===== src/rtl/ssr_pkg.sv =====
// Functional notes
// - request is 1-3 chars plus end character
// - reset sequence is one bell, code 7
// - host may replace request character sequence
// - no serial poll; host reads status bytes
// - main mask selects bits raising request
// - enabled overload bits set internal-change bit
// - nonzero error mask propagates errors to error bit
// - response message sets bit 7, maskable
// - enabled new bit sets flag, sends sequence
// - syntax error writes code 11
// - no second sequence while request pending
// - main status byte accumulates until read
// - reading main status byte clears it
// - channel one overload sets its state bit
// - request flag needs no mask enable
// - semantic error writes code 40
// - only most recent error code kept
package ssr_pkg;
	localparam int unsigned ADDR_W = 6;
	// register byte offsets
	localparam logic [ADDR_W-1:0] OFS_MAIN_STATUS = 6'h00;
	localparam logic [ADDR_W-1:0] OFS_MAIN_MASK   = 6'h04;
	localparam logic [ADDR_W-1:0] OFS_ISTATE      = 6'h08;
	localparam logic [ADDR_W-1:0] OFS_ISTATE_MASK = 6'h0c;
	localparam logic [ADDR_W-1:0] OFS_ERR_CODE    = 6'h10;
	localparam logic [ADDR_W-1:0] OFS_ERR_MASK    = 6'h14;
	localparam logic [ADDR_W-1:0] OFS_REQ_SEQ     = 6'h18;
	localparam logic [ADDR_W-1:0] OFS_SER_CONF    = 6'h1c;
	// main status byte bit positions
	localparam int unsigned MSB_RESP = 7;
	localparam int unsigned MSB_REQ  = 6;
	localparam int unsigned MSB_ERR  = 5;
	localparam int unsigned MSB_CHG  = 3;
	// internal state byte bit positions
	localparam int unsigned IST_OVL1 = 1;
	localparam int unsigned IST_OVL2 = 2;
	// request sequence register layout
	localparam int unsigned SEQ_LEN_LSB = 24;
	localparam int unsigned SEQ_LEN_W   = 2;
	localparam int unsigned SEQ_MAX     = 3;
	localparam logic [SEQ_LEN_W-1:0] SEQ_LEN_MIN = 2'h1;
	localparam logic [SEQ_LEN_W-1:0] SEQ_LEN_MAX = 2'h3;
	// reset values and codes
	localparam logic [7:0] BELL_CHAR    = 8'h07;
	localparam logic [7:0] CR_CHAR      = 8'h0d;
	localparam logic [7:0] ERR_SYNTAX   = 8'h0b;
	localparam logic [7:0] ERR_SEMANTIC = 8'h28;
	localparam logic [7:0] ZERO_BYTE    = 8'h00;
endpackage


===== src/rtl/ssr_seq_if.sv =====
`timescale 1ns/1ns
interface ssr_seq_if;
	logic        start;
	logic [1:0]  len;
	logic [23:0] chars;
	logic [7:0]  end_char;
	logic        busy;
	modport ctl (output start, output len, output chars, output end_char, input busy);
	modport seq (input start, input len, input chars, input end_char, output busy);
endinterface


===== src/rtl/ssr_sync.sv =====
`timescale 1ns/1ns
module ssr_sync #(
	parameter int unsigned W = 2
) (
	// clocking
	input  wire logic         sys_clk,
	input  wire logic         rst_n,
	input  wire logic         ce,
	// data
	input  wire logic [W-1:0] d,
	output logic      [W-1:0] q
);
	logic [W-1:0] s1;
	logic [W-1:0] s2;
	logic [W-1:0] s3;

	always_ff @(posedge sys_clk) begin
		if (!rst_n) begin
			s1 <= '0;
			s2 <= '0;
			s3 <= '0;
		end else if (ce) begin
			s1 <= d;
			s2 <= s1;
			s3 <= s2;
		end
	end

	// a change is accepted only once two later stages agree
	genvar i;
	for (i = 0; i < W; i++) begin : g_bit
		always_ff @(posedge sys_clk) begin
			if (!rst_n) begin
				q[i] <= 1'b0;
			end else if (ce && (s2[i] == s3[i])) begin
				q[i] <= s3[i];
			end
		end
	end
endmodule // ssr_sync


===== src/rtl/ssr_tx_seq.sv =====
`timescale 1ns/1ns
module ssr_tx_seq (
	// clocking
	input  wire logic       sys_clk,
	input  wire logic       rst_n,
	input  wire logic       ce,
	// control
	ssr_seq_if.seq          sq,
	// character stream
	output logic      [7:0] tx_data,
	output logic            tx_valid,
	input  wire logic       tx_ready
);
	typedef enum logic [1:0] {SSR_IDLE, SSR_CHAR, SSR_END} ssr_tx_state_t;
	ssr_tx_state_t state;
	logic [23:0]   chars;
	logic [7:0]    end_char;
	logic [1:0]    left;
	logic          pend;

	assign sq.busy = (state != SSR_IDLE) || pend;

	// a start arriving mid-sequence is held so it is sent afterwards
	always_ff @(posedge sys_clk) begin
		if (!rst_n) begin
			pend <= 1'b0;
		end else if (ce) begin
			if (sq.start && state != SSR_IDLE) begin
				pend <= 1'b1;
			end else if (state == SSR_IDLE) begin
				pend <= 1'b0;
			end
		end
	end

	always_ff @(posedge sys_clk) begin
		if (!rst_n) begin
			state    <= SSR_IDLE;
			chars    <= '0;
			end_char <= ssr_pkg::CR_CHAR;
			left     <= '0;
			tx_data  <= ssr_pkg::ZERO_BYTE;
			tx_valid <= 1'b0;
		end else if (ce) begin
			unique case (state)
				SSR_IDLE: begin
					if (sq.start || pend) begin
						// sequence is latched so a rewrite cannot tear it
						chars    <= {8'h00, sq.chars[23:8]};
						end_char <= sq.end_char;
						left     <= sq.len - 2'h1;
						tx_data  <= sq.chars[7:0];
						tx_valid <= 1'b1;
						state    <= SSR_CHAR;
					end
				end
				SSR_CHAR: begin
					if (tx_ready) begin
						if (left != 2'h0) begin
							tx_data <= chars[7:0];
							chars   <= {8'h00, chars[23:8]};
							left    <= left - 2'h1;
						end else begin
							tx_data <= end_char;
							state   <= SSR_END;
						end
					end
				end
				SSR_END: begin
					if (tx_ready) begin
						tx_valid <= 1'b0;
						state    <= SSR_IDLE;
					end
				end
				default: state <= SSR_IDLE;
			endcase
		end
	end
endmodule // ssr_tx_seq


===== src/rtl/ssr_top.sv =====
// Local design decisions: the APB slave port and the register offsets.
`timescale 1ns/1ns
module ssr_top (
	// clocking
	input  wire logic                       sys_clk,
	input  wire logic                       rst_n,
	input  wire logic                       ce,
	// apb slave
	input  wire logic                       psel,
	input  wire logic                       penable,
	input  wire logic                       pwrite,
	input  wire logic [ssr_pkg::ADDR_W-1:0] paddr,
	input  wire logic [31:0]                pwdata,
	output logic      [31:0]                prdata,
	output logic                            pready,
	output logic                            pslverr,
	// overload pins, asynchronous
	input  wire logic                       ovl_one_pin,
	input  wire logic                       ovl_two_pin,
	// events from the command parser, one-cycle pulses
	input  wire logic                       resp_msg_evt,
	input  wire logic                       syntax_err_evt,
	input  wire logic                       semantic_err_evt,
	// serial character stream toward the transmitter
	output logic      [7:0]                 tx_data,
	output logic                            tx_valid,
	input  wire logic                       tx_ready,
	// status
	output logic                            request_pending_flag
);
	ssr_seq_if sq ();

	logic [7:0]  main_status_byte;
	logic [7:0]  main_mask;
	logic [7:0]  internal_state_byte;
	logic [7:0]  istate_mask;
	logic [7:0]  error_code_byte;
	logic [7:0]  err_mask;
	logic [1:0]  seq_len;
	logic [23:0] seq_chars;
	logic [7:0]  end_char;
	logic [1:0]  ovl_sync;
	logic [1:0]  ovl_prev;
	logic        input_one_overload_flag;

	logic        acc_wait;
	logic        acc_done;
	logic        wr_done;
	logic        rd_done;
	logic        hit;
	logic [31:0] rd_mux;
	logic [7:0]  ist_set;
	logic [7:0]  msb_set;
	logic        err_evt;
	logic [7:0]  next_err_code;
	logic        next_req;
	logic [1:0]  wr_len;
	logic        main_clr;

	ssr_sync #(
		.W (2)
	) u_sync (
		.sys_clk (sys_clk),
		.rst_n   (rst_n),
		.ce      (ce),
		.d       ({ovl_two_pin, ovl_one_pin}),
		.q       (ovl_sync)
	);

	ssr_tx_seq u_seq (
		.sys_clk  (sys_clk),
		.rst_n    (rst_n),
		.ce       (ce),
		.sq       (sq.seq),
		.tx_data  (tx_data),
		.tx_valid (tx_valid),
		.tx_ready (tx_ready)
	);

	// apb: one wait state, so read data is registered before the access ends
	assign acc_wait = psel && penable && !pready;
	assign acc_done = psel && penable && pready;
	assign wr_done  = acc_done && pwrite && !pslverr;
	assign rd_done  = acc_done && !pwrite && !pslverr;
	assign wr_len   = pwdata[ssr_pkg::SEQ_LEN_LSB +: ssr_pkg::SEQ_LEN_W];

	always_comb begin
		hit    = 1'b1;
		rd_mux = '0;
		unique case (paddr)
			ssr_pkg::OFS_MAIN_STATUS: rd_mux[7:0] = main_status_byte;
			ssr_pkg::OFS_MAIN_MASK:   rd_mux[7:0] = main_mask;
			ssr_pkg::OFS_ISTATE:      rd_mux[7:0] = internal_state_byte;
			ssr_pkg::OFS_ISTATE_MASK: rd_mux[7:0] = istate_mask;
			ssr_pkg::OFS_ERR_CODE:    rd_mux[7:0] = error_code_byte;
			ssr_pkg::OFS_ERR_MASK:    rd_mux[7:0] = err_mask;
			ssr_pkg::OFS_REQ_SEQ:     rd_mux = {6'h00, seq_len, seq_chars};
			ssr_pkg::OFS_SER_CONF:    rd_mux[7:0] = end_char;
			default:                  hit = 1'b0;
		endcase
	end

	always_ff @(posedge sys_clk) begin
		if (!rst_n) begin
			pready  <= 1'b0;
			pslverr <= 1'b0;
			prdata  <= '0;
		end else if (ce) begin
			pready <= acc_wait;
			if (acc_wait) begin
				prdata  <= pwrite ? 32'h0000_0000 : rd_mux;
				pslverr <= !hit;
			end
		end
	end

	// mask registers
	always_ff @(posedge sys_clk) begin
		if (!rst_n) begin
			main_mask   <= ssr_pkg::ZERO_BYTE;
			istate_mask <= ssr_pkg::ZERO_BYTE;
			err_mask    <= ssr_pkg::ZERO_BYTE;
		end else if (ce && wr_done) begin
			if (paddr == ssr_pkg::OFS_MAIN_MASK) begin
				main_mask <= pwdata[7:0];
			end
			if (paddr == ssr_pkg::OFS_ISTATE_MASK) begin
				istate_mask <= pwdata[7:0];
			end
			if (paddr == ssr_pkg::OFS_ERR_MASK) begin
				err_mask <= pwdata[7:0];
			end
		end
	end

	// request sequence and end character; an illegal length is ignored
	always_ff @(posedge sys_clk) begin
		if (!rst_n) begin
			seq_len   <= ssr_pkg::SEQ_LEN_MIN;
			seq_chars <= {16'h0000, ssr_pkg::BELL_CHAR};
			end_char  <= ssr_pkg::CR_CHAR;
		end else if (ce && wr_done) begin
			if (paddr == ssr_pkg::OFS_REQ_SEQ && wr_len >= ssr_pkg::SEQ_LEN_MIN) begin
				seq_len   <= wr_len;
				seq_chars <= pwdata[23:0];
			end
			if (paddr == ssr_pkg::OFS_SER_CONF) begin
				end_char <= pwdata[7:0];
			end
		end
	end

	// overload detection on rising edges of the filtered pins
	always_ff @(posedge sys_clk) begin
		if (!rst_n) begin
			ovl_prev <= '0;
		end else if (ce) begin
			ovl_prev <= ovl_sync;
		end
	end

	always_comb begin
		ist_set = '0;
		ist_set[ssr_pkg::IST_OVL1] = ovl_sync[0] && !ovl_prev[0];
		ist_set[ssr_pkg::IST_OVL2] = ovl_sync[1] && !ovl_prev[1];
	end

	assign input_one_overload_flag = internal_state_byte[ssr_pkg::IST_OVL1];

	// read clears only the bits that were returned, new events win
	always_ff @(posedge sys_clk) begin
		if (!rst_n) begin
			internal_state_byte <= ssr_pkg::ZERO_BYTE;
		end else if (ce) begin
			if (rd_done && paddr == ssr_pkg::OFS_ISTATE) begin
				internal_state_byte <= (internal_state_byte & ~prdata[7:0]) | ist_set;
			end else begin
				internal_state_byte <= internal_state_byte | ist_set;
			end
		end
	end

	// error byte: semantic wins a tie, last error overwrites older ones
	assign err_evt = syntax_err_evt || semantic_err_evt;

	always_comb begin
		next_err_code = error_code_byte;
		if (semantic_err_evt) begin
			next_err_code = ssr_pkg::ERR_SEMANTIC;
		end else if (syntax_err_evt) begin
			next_err_code = ssr_pkg::ERR_SYNTAX;
		end
	end

	always_ff @(posedge sys_clk) begin
		if (!rst_n) begin
			error_code_byte <= ssr_pkg::ZERO_BYTE;
		end else if (ce) begin
			if (err_evt) begin
				error_code_byte <= next_err_code;
			end else if (rd_done && paddr == ssr_pkg::OFS_ERR_CODE) begin
				error_code_byte <= ssr_pkg::ZERO_BYTE;
			end
		end
	end

	// condition bits entering the main status byte this cycle
	always_comb begin
		msb_set = '0;
		msb_set[ssr_pkg::MSB_RESP] = resp_msg_evt;
		msb_set[ssr_pkg::MSB_ERR]  = err_evt && (err_mask != 8'h00);
		msb_set[ssr_pkg::MSB_CHG]  = (ist_set & istate_mask) != 8'h00;
		// the request bit itself is never masked
		next_req = (msb_set & main_mask) != 8'h00;
		msb_set[ssr_pkg::MSB_REQ] = next_req;
	end

	always_ff @(posedge sys_clk) begin
		if (!rst_n) begin
			main_status_byte <= ssr_pkg::ZERO_BYTE;
		end else if (ce) begin
			if (rd_done && paddr == ssr_pkg::OFS_MAIN_STATUS) begin
				main_status_byte <= (main_status_byte & ~prdata[7:0]) | msb_set;
			end else begin
				main_status_byte <= main_status_byte | msb_set;
			end
		end
	end

	assign main_clr    = rd_done && paddr == ssr_pkg::OFS_MAIN_STATUS;
	// a sequence starts when the request bit goes from clear to set; a new event in
	// the cycle whose read clears the bit must start one too, as the set wins there
	assign sq.start    = ce && next_req && !(main_status_byte[ssr_pkg::MSB_REQ]
		&& !(main_clr && prdata[ssr_pkg::MSB_REQ]));
	assign sq.len      = seq_len;
	assign sq.chars    = seq_chars;
	assign sq.end_char = end_char;

	always_ff @(posedge sys_clk) begin
		if (!rst_n) begin
			request_pending_flag <= 1'b0;
		end else if (ce) begin
			if (rd_done && paddr == ssr_pkg::OFS_MAIN_STATUS) begin
				request_pending_flag <= next_req || (main_status_byte[ssr_pkg::MSB_REQ]
					&& !prdata[ssr_pkg::MSB_REQ]);
			end else begin
				request_pending_flag <= main_status_byte[ssr_pkg::MSB_REQ] || next_req;
			end
		end
	end
endmodule // ssr_top


===== config.mk =====
export PLATFORM = sky130hd
export DESIGN_NAME = ssr_top
export DESIGN_NICKNAME = d
export VERILOG_FILES = /design/src/rtl/ssr_pkg.sv /design/src/rtl/ssr_seq_if.sv /design/src/rtl/ssr_sync.sv /design/src/rtl/ssr_tx_seq.sv /design/src/rtl/ssr_top.sv
export SDC_FILE = /design/constraint.sdc
export NUM_CORES = 1
export LEC_CHECK = 0
export ABC_AREA = 0
export BUFFER_PORTS_ARGS = -buffer_cell sky130_fd_sc_hd__buf_2
export CORE_ASPECT_RATIO = 1.1
export CORE_MARGIN = 8
export CORE_UTILIZATION = 54
export CTS_BUF_LIST = sky130_fd_sc_hd__clkbuf_8
export CTS_CLUSTER_SIZE = 10
export DETAILED_ROUTE_END_ITERATION = 10
export PLACE_DENSITY_LB_ADDON = 0.1
export SLEW_MARGIN = 20
export SYNTH_ARGS = -nofsm -noshare
export SYNTH_HDL_FRONTEND = slang
export SYNTH_HIERARCHICAL = 1
export SYNTH_SLANG_ARGS = --single-unit
export TNS_END_PERCENT = 30

===== constraint.sdc =====
create_clock -name sys_clk -period 3 [get_ports sys_clk]
set_clock_uncertainty 0.2 [all_clocks]
set_input_delay 0.75 -clock sys_clk [delete_from_list [all_inputs] [get_ports sys_clk]]
set_output_delay 0.75 -clock sys_clk [all_outputs]
set_load 0.005 [all_outputs]

==> Word level (Yosys, flattened, before mapping) <==
Cells that the tools add are included.
{ "classes": {"n_addsub": 2, "n_mul": 0, "div_mod_pow": 0, "n_lt_le_gt_ge": 1, "n_eq_ne": 17, "n_shift": 0, "muxes": 33, "n_bitwise": 9, "reduce_logical": 61} }
{ "op_table": {"columns": ["operator", "count"], "rows": [
  ["2-to-1 mux 24 bit", 3],
  ["2-to-1 mux 8 bit", 9],
  ["case mux 8 bit (8 select lines)", 1],
  ["case mux 24 bit (2 select lines)", 1],
  ["2-to-1 mux 32 bit", 1],
  ["bitwise AND 8 bit", 3],
  ["== test 6 x 5 -> 1 bit (second input constant)", 4],
  ["nonzero test 8 bit", 3],
  ["logical AND 1 bit", 23],
  ["2-to-1 mux 18 bit", 1],
  ["bitwise OR 8 x 3 -> 8 bit", 2],
  ["bitwise OR 8 bit", 2],
  ["case mux 8 bit (2 select lines)", 1],
  ["2-to-1 mux 2 bit", 7],
  ["AND reduction 2 bit", 7],
  ["== test 6 x 4 -> 1 bit (second input constant)", 2],
  ["nonzero test 2 bit", 6],
  ["AND reduction 5 bit", 2],
  ["logical NOT 1 bit", 9],
  ["bitwise AND 3 x 8 -> 8 bit", 1],
  ["inequality test 2 bit (second input constant)", 4],
  ["inverter 8 bit", 1],
  ["AND reduction 4 bit", 2],
  ["OR reduction 8 bit", 1],
  ["other kinds (16)", 27]
]} }
{ "totals": {"regBits": 173, "latch_bits": 0, "ramBits": 0, "rom_bits": 0, "input_bits": 50, "out_inout_bits": 44, "elab_cells": 149, "memories": 0} }

==> Depth between registers and ports, before layout <==
Gate-level depths: netlist of the first run.
{ "logic_depth": {"ltp_word": 13, "ltp_mapped": 11, "mapped_depth_nobuf": 9} }

==> Hierarchy <==
The synthesis of the first run kept the hierarchy.
{ "modules_own_cells": {"columns": ["mod", "n_inst", "cells_each", "area_each_um2", "seq_area_each_um2"], "rows": [
  ["ssr_top", 1, 488, 4460.5, 2162.1],
  ["ssr_tx_seq", 1, 207, 1816.7, 760.7],
  ["ssr_sync", 1, 32, 342.8, 160.2]
]} }

==> Worst setup path after synthesis of the first run <==
Ideal clock, no wire load.
{ "synth_timing": {"path_type": "input to register", "startpoint": "input paddr[1] in the netlist's numbering", "endpoint": "register u_seq.chars[6]", "setup_time_ps": 116, "arrival_time_ps": 2726, "t_required_ps": 2684, "path_slack_ps": -43, "cell_stages": 11, "path_buffers": 2, "cell_sequence": "or3_1 buf_2 nor3_1 nand3_1 nand2_1 and3b_1 nor3_2 a2111oi_4 buf_6 nand3_1 o211a_1"} }
{ "synth_via": {"elab_chain_len": 10} }
{ "synth_rtl": {"columns": ["element", "line", "source"], "rows": [
  ["start: declaration", "ssr_top.sv:12", "input wire logic [ssr_pkg::ADDR_W-1:0] paddr,"],
  ["logical NOT 6 bit", "ssr_top.sv:230", "assign main_clr = rd_done && paddr == ssr_pkg::OFS_MAIN_STATUS;"],
  ["logical AND 1 bit", "ssr_top.sv:230", null],
  ["logical AND 1 bit", "ssr_top.sv:234", "&& !(main_clr && prdata[ssr_pkg::MSB_REQ]));"],
  ["logical NOT 1 bit", "ssr_top.sv:234", null],
  ["logical AND 1 bit", "ssr_top.sv:234", null],
  ["logical NOT 1 bit", "ssr_top.sv:233", "assign sq.start = ce && next_req && !(main_status_byte[ssr_pkg::MSB_REQ]"],
  ["logical AND 1 bit", "ssr_top.sv:233", null],
  ["named net sq.start", "ssr_seq_if.sv:3", "logic start;"],
  ["logical OR 1 bit", "ssr_tx_seq.sv:47", "if (sq.start || pend) begin"],
  ["inequality test 2 bit (no line)", null, null],
  ["AND reduction 5 bit (no line)", null, null],
  ["end signal: assignment", "ssr_tx_seq.sv:49", "chars <= {8'h00, sq.chars[23:8]};"],
  ["end signal: assignment", "ssr_tx_seq.sv:61", "chars <= {8'h00, chars[23:8]};"],
  ["end: declaration", "ssr_tx_seq.sv:16", "logic [23:0] chars;"]
]} }
The timed path passes the listed nets, and every way through them passes these cells.
A chain may end at the register's enable or synchronous reset.

==> Worst setup path after layout of the first run <==
{ "layout_timing": {"startpoint": "register err_mask[0]", "endpoint": "register u_seq.chars[4]"} }
{ "layout_via": {"elab_chain_len": 9} }
{ "layout_rtl": {"columns": ["element", "line", "source"], "rows": [
  ["start: declaration", "ssr_top.sv:38", "logic [7:0] err_mask;"],
  ["start signal: assignment", "ssr_top.sv:122", "err_mask <= ssr_pkg::ZERO_BYTE;"],
  ["start signal: assignment", "ssr_top.sv:131", "err_mask <= pwdata[7:0];"],
  ["nonzero test 8 bit", "ssr_top.sv:211", "msb_set[ssr_pkg::MSB_ERR] = err_evt && (err_mask != 8'h00);"],
  ["logical AND 1 bit", "ssr_top.sv:211", null],
  ["bitwise AND 8 bit", "ssr_top.sv:214", "next_req = (msb_set & main_mask) != 8'h00;"],
  ["nonzero test 8 bit", "ssr_top.sv:214", null],
  ["logical AND 1 bit (2 in series)", "ssr_top.sv:233", null],
  ["named net sq.start", "ssr_seq_if.sv:3", null],
  ["logical OR 1 bit", "ssr_tx_seq.sv:47", null],
  ["inequality test 2 bit (no line)", null, null],
  ["AND reduction 5 bit (no line)", null, null]
]} }
The timed path passes the listed nets, and every way through them passes these cells.

==> results of run 1 <==
-- cells in the final DEF, fill, tap and decap left out, types with 3 or more instances in the layout --
| master | n |
|---|---|
| a21o_1 | 5 |
| nor3_4 | 5 |
| nand3_1 | 16 |
| clkbuf_8 | 17 |
| inv_1 | 5 |
| a31oi_1 | 4 |
| conb_1 | 6 |
| a311oi_1 | 3 |
| nand2_2 | 3 |
| a22oi_1 | 41 |
| a41oi_1 | 3 |
| nor2b_1 | 21 |
| bufinv_16 | 3 |
| nor3_1 | 5 |
| o21ai_0 | 19 |
| clkinv_2 | 5 |
| o22ai_1 | 8 |
| dfxtp_1 | 154 |
| nor2_1 | 69 |
| nand4_1 | 9 |
| buf_2 | 81 |
| nand2_1 | 114 |
| o211ai_1 | 10 |
| buf_12 | 5 |
| a21oi_1 | 52 |
| nand2b_1 | 3 |
| mux2i_1 | 51 |
| a211oi_1 | 9 |
| buf_4 | 39 |
| o211a_1 | 10 |
-- final timing paths --
kind | from | end | slack [ns] | cells after the start
max reg2reg | err_mask[0]$_SDFFE_PN0P_ | u_seq/chars[4]$_SDFFE_PN0P_ | 0.19 | 10
min | main_status_byte[2]$_SDFFE_PN0P_ | main_status_byte[2]$_SDFFE_PN0P_ | 0.24 | 2
min reg2reg | main_status_byte[2]$_SDFFE_PN0P_ | main_status_byte[2]$_SDFFE_PN0P_ | 0.24 | 2
max | err_mask[0]$_SDFFE_PN0P_ | u_seq/chars[4]$_SDFFE_PN0P_ | 0.19 | 10
-- where the power goes --
group	total, W	leakage [nW]	internal [W]	switching [W]
combinational	0.000176	1.55	0.0000639	0.000112
sequential	0.00206	1.24	0.00205	0.00000722
clock	0.00153	0.190	0.000791	0.000736
-- timing repair --
item                                    CTS  global route
endpoints found under the hold margin     0             0
endpoints found under the setup margin    0            17
resized for setup                         0             3
-- metrics by stage --
step                      hold WS (ns)  TNS [ns]  setup WS, ns
after floorplan                  0.212    -0.207       -0.0417
after global placement           0.221    -0.609       -0.0863
after detailed placement         0.224     -3.39        -0.171
after CTS                        0.236         0        0.0163
after global routing             0.257         0        0.0383
final                            0.239         0         0.193
-- final cells by class --
class / instances / area, µm²
Multi-Input combinational cell: 519 / 3220
Tap cell: 154 / 193
Inverter: 5 / 18.8
Clock inverter: 11 / 134
Sequential cell: 154 / 3080
Fill cell: 1065 / 4300
Clock buffer: 17 / 234
Timing Repair Buffer: 125 / 798
-- worst max-delay path: cells and delay by family (launching register included) --
kind            cells  cell delay [ns]
compound gates      4             0.75
buf+inv             3             0.54
flops               1             0.35
simple gates        3             0.86
-- per-layer routing --
layer  global-route usage [%]  share of wire (%)  wire length [µm]  vias to the layer above
met5                        0                  0                 0                        -
met4                     9.68                2.8               504                        0
met3                     5.23                4.7               848                       32
met2                     40.5                 52              9290                      146
met1                     24.9                 41              7300                     2719
li1                         -                  -                 -                     2770
==> metrics.txt, run 1 <==
antenna viol nets, final 0; slew at the pin closest to its max-slew limit 1.00 ns; Max Fclk 356 MHz; initial antenna violation count 0; CP max-delay cell nor4_2; CTS Buffer Depth 2; Die X 122 µm; fin crit period 2.81 ns; vias in the first global route 5625; crit path DAT 2.95 ns; final slew viol count 0; post-synthesis cell count 726; total power draw 0.00376 W; pin count of the biggest net entering global routing 83; CTS tree built; Ys Warns 6; Post-Syn Area 6610 µm²; Final Cycle Share 93.6%; I/O pin cnt 94; Worst-path clk slew 0.08 ns; area post-placement 7290 µm²; Layout area overhead 16.1%; VDD IR max 0.331 mV; Post-CTS Hold Fix Bufs 0; core area 12000 µm²; Largest regs prdata: 26 flops, seq_chars: 24 flops, u_seq/chars: 16 flops; hold crit path type flip-flop to flip-flop; row count 42; nets@finish 872; first-pass GRT wire length 29.1 mm; Placer Congestion 0.917; cell chain of the critical path nor4_2 > a21oi_1 > a221oi_1 > buf_4 > and3b_1 > nor3_4 > a2111oi_4 > buf_12 > buf_4 > o211a_1; Vias/cell 5.75; max reg flops 26; layout cells sized above 1 21.7%; Post-Place Cells 957; CTS sink cnt 154; # DRC 0; Required @ worst endpoint 3.14 ns; Post-Layout Cell Count 985; max-cap violations 0; crit end category flip-flop; Pwr Density 490 nW/µm²; GRT overflow 0; worst skew pair latency 0.46 ns; DP HPWL 13.1 mm; total CTS buffers 17; Final Cell Area 7680 µm²; final hold vios 0; Starting Density 55.2%; most frequent CP cell buf_4; crit path launch type flip-flop; largest register by flop count prdata; Clock Tree Root clkbuf_8; height of the chip 132 µm; drt initial violations 308; CP max FO 31; All-Layer GR Usage 22.7%; Avg Inst Size Synth 9.11 µm²; detailed-route wire length per cell 18.2 µm; outcome complete, no violations; drt pass-1 iters 4; RSZ-0062 raised after global routing false; CP Class flip-flop to flip-flop; Worst path max stage delay 0.38 ns; WL final 18.0 mm; input/output buffers 81; setup violators final 0; Finished Core Util 64.1%; Pleak 2.98 nW; via count 5667; diode count 0; Post-CTS Setup Inserts 0; Rel. slew slack 33.4%; Die Footprint 16000 µm²; H-Tree Depth 4
(Power assumes the default switching activity.)
==> run 2, diff against run 1 <==
RECOVER_POWER = 25   (was default)
==> metrics.txt, run 2 (synthesis gave the netlist of run 1 again) <==
outcome complete, no violations; pin count of the biggest net entering global routing 83; VDD IR max 0.362 mV; CTS tree built; Layout area overhead 15.0%; vias in the first global route 5625; Required @ worst endpoint 3.14 ns; input/output buffers 81; H-Tree Depth 4; All-Layer GR Usage 22.7%; nets@finish 872; commonest non-fill, non-tap cells in the layout 154 x dfxtp_1, 114 x nand2_1, 69 x nor2_1; Hold WS 0.238 ns; P_int 0.00290 W; Post-CTS Setup Inserts 0; Die X 122 µm; CP Class flip-flop to flip-flop; Vias/cell 5.72; core area 12000 µm²; setup violators final 0; CP max FO 31; drt initial violations 260; Placer Congestion 0.917; # DRC 0; max reg flops 26; area of the multi-input gates 3200 µm²; final setup margin 0.196 ns; first-pass GRT wire length 29.1 mm; crit path launch type flip-flop; NetSw 0.000851 W; total CTS buffers 17; Final Cycle Share 93.5%; crit end category flip-flop; worst skew pair latency 0.46 ns; Max Fclk 357 MHz; row count 42; hold crit path type flip-flop to flip-flop; DP HPWL 13.1 mm; RSZ-0062 raised after global routing false; drt pass-1 iters 5; antenna viol nets, final 0; WL final 18.0 mm; Seq pwr share 54.9%; CTS Buffer Depth 2; pre-CTS setup slack -0.171 ns; setup slack, reg-to-reg 0.20 ns; Sw Ratio 22.7%; largest register by flop count prdata; GRT overflow 0; Largest regs prdata: 26 flops, seq_chars: 24 flops, u_seq/chars: 16 flops; via count 5638; most common cell after layout, fill and taps aside dfxtp_1; Filler Cell Count 1088; Pleak 2.85 nW; Worst-path clk slew 0.08 ns; CTS sink cnt 154; Finished Core Util 63.5%; Rel. slew slack 32.5%; clock network power share 40.6%; final hold vios 0; Reg area 3080 µm²; crit path DAT 2.95 ns; max-cap violations 0; fin crit period 2.80 ns; diode count 0; Die Footprint 16000 µm²; height of the chip 132 µm; detailed-route wire length per cell 18.3 µm; initial antenna violation count 0; I/O pin cnt 94; slew at the pin closest to its max-slew limit 1.01 ns; layout cells sized above 1 18.2%; Pwr Density 494 nW/µm²; Clock Tree Root clkbuf_8; Starting Density 55.2%; combinational cell fraction of total power 4.6%; final slew viol count 0
==> run 2: changes by cell type in the layout (fill, tap and decap cells not counted) <==
cell	delta
nand4b_2	-1
nand4b_1	+1
nor2b_1	+2
buf_12	-1
clkbuf_1	+26
nor2b_4	-2
buf_2	-22
buf_4	-3
==> run 2: power by group through the flow <==
stage | clock network [W] | registers [W] | logic, W
after floorplan | 0 | 0.00211 | 0.000104
final | 0.00152 | 0.00206 | 0.000172
after detailed placement | 0 | 0.00211 | 0.000175
after global placement | 0 | 0.00211 | 0.000171
after CTS | 0.00156 | 0.00206 | 0.000176
after global routing | 0.00164 | 0.00206 | 0.000186
==> run 2: path summary, 6_finish.rpt <==
| check | from | endpoint | depth (start not counted) |
|---|---|---|---|
| max | err_mask[0]$_SDFFE_PN0P_ | u_seq/chars[4]$_SDFFE_PN0P_ | 10 |
| min | main_status_byte[2]$_SDFFE_PN0P_ | main_status_byte[2]$_SDFFE_PN0P_ | 2 |
| max reg2reg | err_mask[0]$_SDFFE_PN0P_ | u_seq/chars[4]$_SDFFE_PN0P_ | 10 |
| min reg2reg | main_status_byte[2]$_SDFFE_PN0P_ | main_status_byte[2]$_SDFFE_PN0P_ | 2 |
==> run 2: final cells by class <==
cell class,instances,share of cell area (%)
clock buffers,17,3.08
repair buffers,125,9.77
inverters,5,0.247
multi-input cells,519,42.1
flip-flops and latches,154,40.5
well taps,154,2.53
clock inverters,11,1.76
==> run 2: timing repair <==
item                       4_1_cts  5_1_grt
setup endpoints to repair        0       17
resized for setup                0        3
hold buffers                     0        0
==> run 2: layer usage <==
layer  routed length (µm)  GRT usage (%)
met5                    0              0
met4                  499           9.68
met3                  831           5.23
met2                 9280           40.5
met1                 7380           24.9
==> run 2: critical path: stages, from the launching register on <==
cell and delay (ns):
dfxtp_1 0.35, nor4_2 0.39, a21oi_1 0.12, a221oi_1 0.35, buf_4 0.19, and3b_1 0.24, nor3_4 0.24, a2111oi_4 0.07
buf_12 0.19, buf_4 0.15, o211a_1 0.20
==> run 2: per-stage QoR <==
| step | std cells | cell area (µm²) | total power [W] | setup TNS (ns) |
|---|---|---|---|---|
| 2_1_floorplan | 731 | 6630 | 0.00221 | -0.207 |
| 3_3_place_gp | 957 | 7290 | 0.00228 | -0.609 |
| 3_5_place_dp | 957 | 7290 | 0.00228 | -3.39 |
| 4_1_cts | 985 | 7660 | 0.00379 | 0 |
| 5_1_grt | 985 | 7600 | 0.00389 | 0 |
| 6_report | 985 | 7600 | 0.00375 | 0 |
==> run 3, diff against run 2 <==
CELL_PAD_IN_SITES_DETAIL_PLACEMENT = 0   (was default)
CELL_PAD_IN_SITES_GLOBAL_PLACEMENT = 1   (was default)
CORE_UTILIZATION = 41   (was 54)
==> metrics.txt, run 3 (synthesis gave the netlist of run 1 again) <==
combinational cell fraction of total power 4.9%; Worst-path clk slew 0.08 ns; Max Fclk 354 MHz; CP max FO 28; crit path DAT 2.97 ns; DP HPWL 14.1 mm; drt pass-1 iters 4; VDD IR max 0.244 mV; pre-CTS setup slack -0.138 ns; fin crit period 2.82 ns; Post-CTS Setup Inserts 0; outcome complete, no violations; CP delay by family, top simple AND/OR/NAND/NOR gates; Worst Hold End internal_state_byte[7]$_SDFFE_PN0P_; total power draw 0.00361 W; FF-to-FF Start err_mask[4]$_SDFFE_PN0P_; most common cell after layout, fill and taps aside dfxtp_1; All-Layer GR Usage 18.9%; P_int 0.00272 W; crit path launch type flip-flop; most frequent CP cell buf_4; core area 15700 µm²; Clock Tree Root clkbuf_8; cell chain of the critical path nor4_2 > a21oi_1 > a221oi_1 > buf_4 > and3b_1 > nor3_2 > a2111oi_4 > buf_12 > buf_4 > o211a_1; CTS Buffer Depth 2; Final Cycle Share 94.2%; CP max-delay cell nor4_2; Worst path max stage delay 0.38 ns; commonest non-fill, non-tap cells in the layout 154 x dfxtp_1, 114 x nand2_1, 69 x nor2_1; Layout area overhead 16.0%; I/O pin cnt 94; Required @ worst endpoint 3.14 ns; Die Footprint 20500 µm²; row count 48; GRT overflow 0; crit end category flip-flop; diode count 0; total CTS buffers 17; Pleak 2.87 nW; worst skew pair latency 0.45 ns; vias in the first global route 5656; via count 5608; Vias/cell 5.37; Largest regs prdata: 26 flops, seq_chars: 24 flops, u_seq/chars: 16 flops; NetSw 0.000892 W; drt initial violations 330; Buf/Inv on CP 3; nets@finish 881; CP Class flip-flop to flip-flop; final hold vios 0; height of the chip 149 µm; Sw Ratio 24.7%; clock network power share 38.2%; setup slack, reg-to-reg 0.18 ns; antenna viol nets, final 0; layout cells sized above 1 18.8%; Pwr Density 471 nW/µm²; max-cap violations 0; R2R cell count 10; WL final 19.0 mm; Placer Congestion 0.851; CTS sink cnt 154; RSZ-0062 raised after global routing false; worst flop-to-flop path endpoint u_seq/chars[5]$_SDFFE_PN0P_; CTS tree built; largest register by flop count prdata; Seq pwr share 57.0%; hold crit path type flip-flop to flip-flop; setup violators final 0; detailed-route wire length per cell 18.2 µm; initial antenna violation count 0; # DRC 0; max reg flops 26; Rel. slew slack 26.8%; H-Tree Depth 4; first-pass GRT wire length 30.2 mm; final slew viol count 0; Starting Density 42.0%; pin count of the biggest net entering global routing 69; hold_sp internal_state_byte[7]$_SDFFE_PN0P_; Hold Crit Depth 2; slew at the pin closest to its max-slew limit 1.10 ns; input/output buffers 81; Die X 137 µm; final setup margin 0.175 ns
[run 3: repair_timing]
action,CTS,global route
setup endpoints to repair,0,6
hold buffers,0,0
gates resized for setup,0,2
endpoints found under the hold margin,0,0
[run 3: through the flow]
| step | setup TNS (ns) | instances | hold slack, ns | util, % | instance area, µm² |
|---|---|---|---|---|---|
| 5_1_grt | 0 | 1044 | 0.257 | 48.8 | 7670 |
| 2_1_floorplan | -0.207 | 731 | 0.212 | - | 6630 |
| 4_1_cts | 0 | 1044 | 0.235 | 49.1 | 7720 |
| 3_5_place_dp | -2.51 | 1012 | 0.223 | 46.9 | 7380 |
| 6_report | 0 | 1044 | 0.235 | 48.8 | 7670 |
| 3_3_place_gp | -1.49 | 1012 | 0.220 | 46.9 | 7380 |
[run 3: cell type report]
type	count	area, µm²
Fill cell	1572	8060
Multi-Input combinational cell	519	3210
Sequential cell	154	3080
Timing Repair Buffer	134	776
Clock buffer	19	262
Tap cell	200	250
Clock inverter	13	78.8
Inverter	5	18.8
[run 3: tightest hold or removal path, stage by stage (launching register included)]
cell     delay [ns]
dfxtp_1        0.32
nand2_1        0.05
a21oi_1        0.03
[run 3: power groups by stage]
stage / registers [W] / clock network, W / logic, W
global placement: 0.00211 / 0 / 0.000178
global route: 0.00206 / 0.00151 / 0.000194
finish: 0.00206 / 0.00138 / 0.000177
CTS: 0.00206 / 0.00142 / 0.000181
detailed placement: 0.00211 / 0 / 0.000180
floorplan: 0.00211 / 0 / 0.000104
[run 3: worst max path at each step]
stage | startpoint | endpoint | slack, ns | cells after the start
finish | err_mask[4]$_SDFFE_PN0P_ | u_seq/chars[5]$_SDFFE_PN0P_ | 0.18 | 10
global route | ce | prdata[18]$_SDFFE_PN0P_ | 0.07 | 8
CTS | err_mask[4]$_SDFFE_PN0P_ | u_seq/chars[5]$_SDFFE_PN0P_ | 0.07 | 10
detailed placement | paddr[1] | u_seq/chars[10]$_SDFFE_PN0P_ | -0.14 | 11
global placement | paddr[1] | u_seq/left[1]$_SDFFE_PN0P_ | -0.10 | 11
floorplan | paddr[1] | u_seq/chars[6]$_SDFFE_PN0P_ | -0.04 | 11
[run 3: layer usage]
layer | wire length (µm) | GRT usage, %
met1 | 8110 | 21.3
met2 | 10000 | 34.8
met3 | 695 | 4.01
met4 | 199 | 5.06
met5 | 0 | 0
